--- src/hw/dagt_pkg.sv ---
/*
  Constants shared by the converter control/status register bank:
  register offsets, field positions, reset values and counts.
  Assumes a decoded single-byte register access port in front of it.
*/
`default_nettype none
package dagt_pkg;
  // Register access widths
  localparam int unsigned REG_ADDR_W = 5;  // Register address width
  localparam int unsigned REG_DATA_W = 8;  // Register data width

  // Register offsets
  localparam logic [4:0] OFS_CURRENT_SCALE = 5'h04;  // Output current scale
  localparam logic [4:0] OFS_TEMPERATURE   = 5'h05;  // Temperature readout
  localparam logic [4:0] OFS_ALERT_SUPPR   = 5'h06;  // Alert suppression mask
  localparam logic [4:0] OFS_EVENT_STATUS  = 5'h07;  // Sticky event status

  // Reset values
  localparam logic [7:0] RST_CURRENT_SCALE = 8'hff;  // Both scales at full
  localparam logic [6:0] RST_ALERT_SUPPR   = 7'h00;  // Nothing suppressed
  localparam logic [7:0] RST_EVENT_STATUS  = 8'h00;  // No events recorded
  localparam logic [7:0] RST_TEMPERATURE   = 8'h00;  // Before first sample

  // Field positions
  localparam int unsigned FLD_FIRST_SCALE_LSB  = 4;  // First channel scale 7:4
  localparam int unsigned FLD_SECOND_SCALE_LSB = 0;  // Second channel scale 3:0
  localparam int unsigned SCALE_W              = 4;  // Scale field width
  localparam int unsigned SUPPR_W              = 7;  // Suppression field width

  // Event status bit positions
  localparam int unsigned EVT_PTR_ZERO  = 6;  // Write pointer all zeros
  localparam int unsigned EVT_COLLISION = 5;  // Pointer over/under run
  localparam int unsigned EVT_PATTERN   = 3;  // Pattern mismatch
  localparam int unsigned EVT_TWO_APART = 1;  // Pointers two apart
  localparam int unsigned EVT_ONE_APART = 0;  // Pointers one apart
  localparam logic [7:0]  EVT_USED_MASK = 8'h6b;  // Implemented status bits

  // Auto-clear sample count
  localparam int unsigned AUTO_CLEAR_SAMPLES = 64;  // Good samples before clear
  localparam int unsigned GOOD_CNT_W         = 7;   // Counter width

  // Write pointer
  localparam int unsigned WPTR_W   = 8;      // One-hot pointer width
  localparam logic [7:0]  RST_WPTR = 8'h01;  // Pointer after reset
endpackage
`default_nettype wire

--- src/hw/dagt_ptr_if.sv ---
/*
  Carrier between the register bank and the FIFO write pointer tracker.
  Assumes both ends share CORE_CLK_I.
*/
`timescale 1ns/100ps
`default_nettype none
interface dagt_ptr_if;
  logic       advance;   // Step pointer by one slot
  logic       sync;      // Reload pointer
  logic [7:0] load_val;  // Value loaded on sync
  logic [7:0] ptr;       // Current one-hot pointer
  logic       is_zero;   // Pointer holds all zeros

  modport bank    (output advance, output sync, output load_val, input ptr, input is_zero);
  modport tracker (input advance, input sync, input load_val, output ptr, output is_zero);
endinterface
`default_nettype wire

--- src/hw/dagt_regs.sv ---
/*
  Control and status register bank of a dual-channel converter: current
  scales, temperature readout, alert suppression and sticky event status.
  Assumes a decoded byte register port, events synchronous to CORE_CLK_I.
*/
// Contract
// - First channel scale bits 7:4, reset ones
// - Second channel scale bits 3:0, reset ones
// - Temperature readout: read-only two's complement byte
// - Suppression field bits 6:0, reset zero
// - Suppressed events do not drive alert pin
// - Suppression bit one means suppressed
// - Suppressed events still recorded in status
// - Zero write pointer sets status bit 6
// - Zero write pointer stuck until next sync
// - Pointer collision sets status bit 5
// - Pattern mismatch sets status bit 3
// - Pointers two apart set status bit 1
// - Pointers one apart set status bit 0
// - Status resets zero, host write clears it
// - Alert polarity selects active low or high
// - Auto-clear after 64 consecutive good samples; here cycles without a good sample hold the count, events or a low auto-clear enable restart it
// - Near-pointer events need their enable bits
`timescale 1ns/100ps
`default_nettype none
module dagt_regs
  import dagt_pkg::*;
(
  // Clock and reset
  input  wire logic                                CORE_CLK_I,
  input  wire logic                                SRST_I,
  // Register access port
  input  wire logic                                REG_WR_I,
  input  wire logic                                REG_RD_I,
  input  wire logic [dagt_pkg::REG_ADDR_W-1:0]     REG_ADDR_I,
  input  wire logic [dagt_pkg::REG_DATA_W-1:0]     REG_WDATA_I,
  output var  logic [dagt_pkg::REG_DATA_W-1:0]     REG_RDATA_O,
  // Control bits kept elsewhere in the map
  input  wire logic                                ALERT_POLARITY_I,
  input  wire logic                                AUTO_CLEAR_ENABLE_I,
  input  wire logic                                TWO_APART_REPORT_ENABLE_I,
  input  wire logic                                ONE_APART_REPORT_ENABLE_I,
  // FIFO and checker event sources
  input  wire logic                                WPTR_ADVANCE_I,
  input  wire logic                                WPTR_SYNC_I,
  input  wire logic [dagt_pkg::WPTR_W-1:0]         WPTR_LOAD_I,
  input  wire logic                                POINTER_COLLISION_I,
  input  wire logic                                PATTERN_MISMATCH_I,
  input  wire logic                                POINTERS_TWO_APART_I,
  input  wire logic                                POINTERS_ONE_APART_I,
  input  wire logic                                GOOD_SAMPLE_I,
  // Temperature sensor
  input  wire logic [7:0]                          TEMP_SENSOR_I,
  // Outputs to the analog side and pins
  output var  logic [dagt_pkg::SCALE_W-1:0]        FIRST_CHANNEL_SCALE_O,
  output var  logic [dagt_pkg::SCALE_W-1:0]        SECOND_CHANNEL_SCALE_O,
  output var  logic [dagt_pkg::WPTR_W-1:0]         WPTR_O,
  output var  logic                                ALERT_OUTPUT_PIN_O
);
  // Whole module state
  typedef struct packed {
    logic [7:0]            scale;     // Both channel scales
    logic [SUPPR_W-1:0]    suppr;     // Alert suppression mask
    logic [7:0]            status;    // Sticky event status
    logic [7:0]            temp;      // Sampled temperature
    logic [7:0]            rdata;     // Read data
    logic                  alert;     // Alert pin level
    logic [GOOD_CNT_W-1:0] good_cnt;  // Good samples since last event
    logic [WPTR_W-1:0]     wptr;      // Pointer copy for output
  } dagt_state_s;

  dagt_state_s st;       // Registered state
  dagt_state_s next_st;  // Next state

  dagt_ptr_if pif ();  // Pointer carrier

  // Write pointer tracker
  dagt_wptr u_wptr (
    .core_clk_i (CORE_CLK_I),
    .srst_i     (SRST_I),
    .pif        (pif.tracker)
  );

  assign pif.advance  = WPTR_ADVANCE_I;
  assign pif.sync     = WPTR_SYNC_I;
  assign pif.load_val = WPTR_LOAD_I;

  // Register address match
  function automatic logic hit(input logic [REG_ADDR_W-1:0] addr, input logic [4:0] ofs);
    hit = (addr == ofs);
  endfunction

  logic [7:0] events;      // Events seen this cycle
  logic       status_wr;   // Host write to status
  logic       auto_clr;    // Auto-clear fires this cycle
  logic       alert_act;   // Any unsuppressed recorded event

  // Event vector, reserved bits kept zero
  always_comb
  begin
    events                = 8'h00;
    events[EVT_PTR_ZERO]  = pif.is_zero;
    events[EVT_COLLISION] = POINTER_COLLISION_I;
    events[EVT_PATTERN]   = PATTERN_MISMATCH_I;
    events[EVT_TWO_APART] = POINTERS_TWO_APART_I && TWO_APART_REPORT_ENABLE_I;
    events[EVT_ONE_APART] = POINTERS_ONE_APART_I && ONE_APART_REPORT_ENABLE_I;
  end

  assign status_wr = REG_WR_I && hit(REG_ADDR_I, OFS_EVENT_STATUS);
  assign auto_clr  = AUTO_CLEAR_ENABLE_I && GOOD_SAMPLE_I && (events == 8'h00)
                     && (st.good_cnt == GOOD_CNT_W'(AUTO_CLEAR_SAMPLES - 1));
  // Suppression bit one blocks the event from the pin
  assign alert_act = |(st.status[SUPPR_W-1:0] & ~st.suppr);

  // Next state
  always_comb
  begin
    next_st = st;
    // Temperature sampled every cycle, never written by the host
    next_st.temp = TEMP_SENSOR_I;
    next_st.wptr = pif.ptr;
    // Host writes
    if (REG_WR_I && hit(REG_ADDR_I, OFS_CURRENT_SCALE))
    begin
      next_st.scale = REG_WDATA_I;
    end
    if (REG_WR_I && hit(REG_ADDR_I, OFS_ALERT_SUPPR))
    begin
      next_st.suppr = REG_WDATA_I[SUPPR_W-1:0];
    end
    // Good sample counter, restarted by any event
    if (!AUTO_CLEAR_ENABLE_I || (events != 8'h00))
    begin
      next_st.good_cnt = '0;
    end
    else if (GOOD_SAMPLE_I)
    begin
      if (auto_clr)
        next_st.good_cnt = '0;
      else
        next_st.good_cnt = st.good_cnt + GOOD_CNT_W'(1);
    end
    // Sticky status: set wins over clear, suppression does not stop it
    if (status_wr || auto_clr)
    begin
      next_st.status = events;
    end
    else
    begin
      next_st.status = st.status | events;
    end
    // Registered read data, unmapped offsets read zero
    if (REG_RD_I)
    begin
      case (REG_ADDR_I)
        OFS_CURRENT_SCALE: next_st.rdata = st.scale;
        OFS_TEMPERATURE:   next_st.rdata = st.temp;
        OFS_ALERT_SUPPR:   next_st.rdata = {1'b0, st.suppr};
        OFS_EVENT_STATUS:  next_st.rdata = st.status & EVT_USED_MASK;
        default:           next_st.rdata = 8'h00;
      endcase
    end
    // Pin level from polarity: zero active low, one active high
    next_st.alert = alert_act ~^ ALERT_POLARITY_I;
  end

  // State register
  always_ff @(posedge CORE_CLK_I)
  begin
    if (SRST_I)
    begin
      st          <= '0;
      st.scale    <= RST_CURRENT_SCALE;
      st.suppr    <= RST_ALERT_SUPPR;
      st.status   <= RST_EVENT_STATUS;
      st.temp     <= RST_TEMPERATURE;
      st.alert    <= 1'b1;
      st.wptr     <= RST_WPTR;
    end
    else
    begin
      st <= next_st;
    end
  end

  // Outputs straight from flops
  assign FIRST_CHANNEL_SCALE_O  = st.scale[FLD_FIRST_SCALE_LSB +: SCALE_W];
  assign SECOND_CHANNEL_SCALE_O = st.scale[FLD_SECOND_SCALE_LSB +: SCALE_W];
  assign REG_RDATA_O            = st.rdata;
  assign ALERT_OUTPUT_PIN_O     = st.alert;
  assign WPTR_O                 = st.wptr;
endmodule
`default_nettype wire

--- src/hw/dagt_wptr.sv ---
/*
  One-hot FIFO write pointer held as a rotating shift register.
  Assumes synchronous active-high reset and the pointer carrier interface.
*/
`timescale 1ns/100ps
`default_nettype none
module dagt_wptr
  import dagt_pkg::*;
(
  // Clock and reset
  input  wire logic   core_clk_i,
  input  wire logic   srst_i,
  // Pointer carrier
  dagt_ptr_if.tracker pif
);
  // Whole module state
  typedef struct packed {
    logic [WPTR_W-1:0] ptr;  // One-hot write pointer
  } dagt_wptr_s;

  dagt_wptr_s st;       // Registered state
  dagt_wptr_s next_st;  // Next state

  // Rotation keeps an all-zero pointer at zero, so it stays stuck until sync
  always_comb
  begin
    next_st = st;
    if (pif.sync)
    begin
      // Sync reloads the pointer
      next_st.ptr = pif.load_val;
    end
    else if (pif.advance)
    begin
      // Rotate one slot
      next_st.ptr = {st.ptr[WPTR_W-2:0], st.ptr[WPTR_W-1]};
    end
  end

  // State register
  always_ff @(posedge core_clk_i)
  begin
    if (srst_i)
      st <= '{ptr: RST_WPTR};
    else
      st <= next_st;
  end

  assign pif.ptr     = st.ptr;
  assign pif.is_zero = (st.ptr == '0);
endmodule
`default_nettype wire

--- config.mk ---
export PLATFORM = sky130hd
export DESIGN_NAME = dagt_regs
export DESIGN_NICKNAME = d
export VERILOG_FILES = /design/src/hw/dagt_pkg.sv /design/src/hw/dagt_ptr_if.sv /design/src/hw/dagt_regs.sv /design/src/hw/dagt_wptr.sv
export SDC_FILE = /design/constraint.sdc
export NUM_CORES = 1
export LEC_CHECK = 0
export BUFFER_PORTS_ARGS = -buffer_cell sky130_fd_sc_hd__clkbuf_2
export CORE_MARGIN = 4
export CORE_UTILIZATION = 52
export CTS_CLUSTER_SIZE = 40
export DETAILED_ROUTE_END_ITERATION = 12
export MAX_ROUTING_LAYER = met4
export PLACE_DENSITY = 0.79
export REMOVE_ABC_BUFFERS = 1
export SETUP_SLACK_MARGIN = 0.05
export SYNTH_ARGS = -nofsm -noshare
export SYNTH_HDL_FRONTEND = slang
export SYNTH_SLANG_ARGS = --single-unit
--- constraint.sdc ---
create_clock -name CORE_CLK_I -period 1.6 [get_ports CORE_CLK_I]
set_input_delay 0.32 -clock CORE_CLK_I [delete_from_list [all_inputs] [get_ports CORE_CLK_I]]
set_output_delay 0.32 -clock CORE_CLK_I [all_outputs]
set_load 0.01 [all_outputs]
== After elaboration in Yosys (flattened, before gate mapping) ==
Cells that the tools add are included.
Operators by class
  bitwise operators: 4
  reductions and logical operators: 18
  add/subtract/negate cells: 1
  equality and inequality tests: 5
  muxes and demuxes: 5
Operators by type and width (count)
  $pmux 8 s4: 1
  $eq 5x3->1 const B: 4
  $logic_not 8->1: 2
  $mux 8: 2
  $mux 7: 2
  $logic_and 1x1->1: 8
  $or 8x7->8: 1
  $reduce_bool 8->1: 1
  $add 7x1->7 const B: 1
  $and 7x7->7: 1
  $eq 7x6->1 const B: 1
  $not 7->7: 1
  $reduce_or 7->1: 1
  $reduce_or 2->1: 2
  $logic_or 1x1->1: 2
  $reduce_bool 2->1: 1
  $logic_not 1->1: 1
  $xnor 1x1->1: 1
Storage, ports and cells
  input bits: 44
  bits in registers: 63
  output and inout port bits: 25
  word-level logic and storage cells: 43

== Logic depth before layout (Yosys ltp) ==
  word-level depth: 6
  mapped depth: 5
  depth with buffers taken out: 5

== By module ==
From an unflattened synthesis, not the netlist that was laid out.
Second synthesis, totals
  cells, all modules: 250
  area, all modules: 2606.2 um2
By module, submodules not included
  dagt_regs: times used 1, cells each 211, area an instance 2219.6 um2, sequential area each 1041.0 um2
  dagt_wptr: times used 1, cells each 39, area an instance 386.6 um2, sequential area each 160.2 um2

== Worst setup path after synthesis ==
Ideal clock, no wire load.
  path kind: register to register
  start point: register st[8] (netlist name)
  end point: register st[38] (netlist name)
  data required time: 1466 ps
  data arrival time: 1360 ps
  stages on the path, launching flop included: 6
  buffers on the path: 0
  slack: 106 ps
  period minus slack after synthesis: 1494 ps
  library setup time: 134 ps
  cells stage by stage: dfxtp_1 ha_1 nand3_1 or3_4 o31ai_4 o32ai_1
Between the ends
  longest elaborated chain between the ends: 4
Ends and longest elaborated chain
  start: declaration: line dagt_regs.sv:72  | dagt_state_s st;
  start signal: assignment: line dagt_regs.sv:182  | st <= next_st;
  $eq 7x6->1: line dagt_regs.sv:111  | && (st.good_cnt == GOOD_CNT_W'(AUTO_CLEAR_SAMPLES - 1));
  $logic_and 1x1->1: line dagt_regs.sv:111
  $logic_or 1x1->1: line dagt_regs.sv:144  | if (status_wr || auto_clr)
  $mux 7: line dagt_regs.sv:144
No other way between the ends.
A chain may end at the register's enable or synchronous reset.

== Worst setup path in the final report ==
  start point: register st[9] (netlist name)
  end point: register st[38] (netlist name)
Same word-level chain as after synthesis.

==> run_results.csv <==
group,metric,value,unit
run_status,status,"finished clean",
layout,diodes,0,
floorplan,dieArea,6280,sq um
grt,grt_pass1_wl,8580,um
job,maxCapViolCount,0,
setup_path,cp-start-kind,"flop",
route,drtPass1Iterations,4,
synth,synth.cell_area,2640,sq um
grt,grt_overflow,0,
clock_network,clockBufferDepth,2,
clock_network,clock_latency,320,ps
min_path,hold-path-endpoint,"st[29]$_SDFF_PP0_",
layout,layout_commonest_cell,"clkbuf_2",
pwr,p_int,0.00242,W
route,via_per_inst,4.98,
sta,period_share,0.899,
grt,grt_usage,0.179,
floorplan,die_w,79.3,um
min_path,hp-class,"in2reg",
route,routed-via-count,1974,
sta,maxSlewHeadroom,0.800,
layout,multi_input_area,1170,sq um
synth,ys_types,37,
synth,syn_area_per_cell,9.46,sq um
synth,ys_seq_elements,60,
sta,hold_viol,0,
min_path,hold_depth,2,
synth,yosysTopAreaCell,"dfxtp_1",
sta,period_minus_slack,1440,ps
sta,finalMaxSlewViolations,0,
pwr,p_seq_frac,0.503,
grt,grt_start_max_net_pins,44,
sta,fin_skew,6.44,ps
synth,synth_top_flop_cell,"dfxtp_1",
layout,drive_above_1_share,0.334,
layout,final_cell_mix,"clkbuf_2, dfxtp_1, nor2_1",
placed_design,gp_congestion,0.760,
route,route.detailed.drc,0,
synth,syn_inst,279,
grt,antenna_found_initial,0,
synth,yosysTopAreaCellShare,0.455,
synth,ys_top_cells_by_area,"dfxtp_1, buf_4, mux2i_1, nor2_1, nor2b_1",
route,drtAntennaViolNets,0,
pwr,p_leak,1.37,nW
pwr,swShare,0.225,
setup_path,rrSetupSlack,160,ps
floorplan,num_rows,25,
pwr,power.share.clock,0.402,
route,wirelength,5290,um
pwr,p_switching,0.000702,W
floorplan,die_h,79.3,um
floorplan,initial_utilization,0.548,
floorplan,coreArea,4820,sq um
clock_network,cts-root-buf,"clkbuf_8",
sta,finalHoldWorstSlack,202,ps
pwr,peakVddDrop,0.541,mV
clock_network,clock_sinks,60,
synth,seq_area_frac_synth,0.455,
setup_path,critPathMaxFanout,5,
sta,rsz0062_at_grt,"no",
floorplan,io_pins,69,
setup_path,critical_path_arrival,1640,ps
pwr,power,0.00313,W
clock_network,cts_buffers,9,
placed_design,portBuffers,68,
route,wire_per_inst,13.4,um
setup_path,rr_endpoint,"st[38]$_SDFF_PP0_",
clock_network,cts_tree,"built",
pwr,p_per_area,1010,nW/um^2
sta,clock.fmax,0.695,GHz
synth,synth-edff-count,0,
layout,seq_area,1200,sq um
setup_path,crit_required,1800,ps
setup_path,timing.rr.start,"st[9]$_SDFFE_PP0P_",
sta,report.final.setup_viol,0,
setup_path,r2r_cells,5,
sta,setup-tns-final,0,ps
layout,nFillCells,437,
synth,ys_warn_count,0,
placed_design,dp_hpwl,3830,um
setup_path,worstSetupPathType,"reg2reg",
clock_network,htree_levels,3,
layout,synthToLayoutAreaGrowth,17.0,%
layout,nets,372,
route,drt_iter0_drc,65,
grt,grt_pass1_vias,1954,
setup_path,endpoint_kind,"flop",
clock_network,path_clk_slew,60,ps
min_path,hold_start,"TEMP_SENSOR_I[5]",
synth,synth-async-reset-ratio,0,
sta,worstMarginPinSlew,298,ps
clock_network,postCtsSetupBuffers,0,
pwr,pwr-share-comb,0.095,
==> worst max-delay path, stage by stage, from the launching register on <==
cell and delay, ps:
dfxtp_2 360, ha_4 150, nand3_2 90, or3_4 360
o31ai_4 250, o32ai_1 110
==> per-layer routing <==
layer  track usage  part of all wire  vias to the layer above  wire [um]
met5             -                 0                        -          0
met4        0.0515            0.0023                        0         12
li1              -                 -                     1013          -
met2         0.294              0.49                       59       2620
met3        0.0612             0.058                        2        309
met1         0.210              0.44                      900       2350
==> power by group through the flow <==
stage	combinational (W)	sequential (W)	clock, W
after global routing	0.000330	0.00158	0.00136
after CTS	0.000299	0.00157	0.00130
after floorplan	0.000137	0.00160	0
final	0.000297	0.00157	0.00126
after detailed placement	0.000296	0.00161	0
after global placement	0.000292	0.00160	0
==> registers in the layout (all words and copies together), names as in the netlist <==
name,count
WPTR_O,8
FIRST_CHANNEL_SCALE_O,4
SECOND_CHANNEL_SCALE_O,4
u_wptr.pif.ptr,8
REG_RDATA_O,8
st,27
ALERT_OUTPUT_PIN_O,1
==> stage by stage <==
| step | std cells | util | area, sq um | worst slack, ps |
|---|---|---|---|---|
| after floorplan | 238 | - | 2370 | 106 |
| after global placement | 383 | 0.599 | 2890 | 70.0 |
| after detailed placement | 383 | 0.599 | 2890 | 26.5 |
| after CTS | 396 | 0.639 | 3080 | 62.2 |
| after global routing | 396 | 0.641 | 3090 | 70.0 |
| final | 396 | 0.641 | 3090 | 162 |
==> synthesized netlist by cell type (2+ instances only) <==
cell type  count
nand2_1        4
nand3b_1       2
or4_4          2
or3_1          2
inv_1          7
buf_2          3
mux4_2         5
nand3_1        2
dfxtp_1       60
o22ai_1        5
buf_4         27
mux2i_1       19
xor2_1         3
nand2b_1       3
o2bb2ai_1      2
clkbuf_1      10
nand4_1        3
nor2_1        44
nor2b_1       24
a21oi_1       24
nor3_1        12
==> kinds of logic after synthesis <==
kind of cell	share of synthesized area
muxes	0.119
DFF	0.455
xor gates and xnor gates	0.0133
buffers and inverters	0.111
and+or+nand+nor	0.211
AOI/OAI and AO/OA	0.0858
adders and majority gates	0.00474
==> worst max path at each step <==
stage                                    from                  end  slack (ps)  cells after the start
2_1_floorplan              st[8]$_SDFFE_PP0P_    st[38]$_SDFF_PP0_         110                      5
5_1_grt                    st[9]$_SDFFE_PP0P_    st[38]$_SDFF_PP0_          70                      5
6_report                   st[9]$_SDFFE_PP0P_    st[38]$_SDFF_PP0_         160                      5
3_3_place_gp               st[9]$_SDFFE_PP0P_    st[38]$_SDFF_PP0_          70                      5
4_1_cts        u_wptr.pif.ptr[3]$_SDFFE_PP0P_  st[14]$_SDFFE_PP0P_          60                      4
3_5_place_dp               st[9]$_SDFFE_PP0P_    st[38]$_SDFF_PP0_          30                      5
==> final cells by class <==
cell class	instances	share of cell area
Timing Repair Buffer	78	0.139
Clock inverter	3	0.0130
Multi-Input combinational cell	171	0.378
Sequential cell	60	0.390
Inverter	7	0.00851
Tap cell	67	0.0271
Clock buffer	10	0.0446
==> timing repair <==
| action | 4_1_cts | 5_1_grt |
|---|---|---|
| hold buffers | 0 | 0 |
| setup endpoints to repair | 5 | 12 |
| gates resized for setup | 4 | 2 |
| pin swaps | 7 | 1 |
Power figures use the tool's default switching activity.
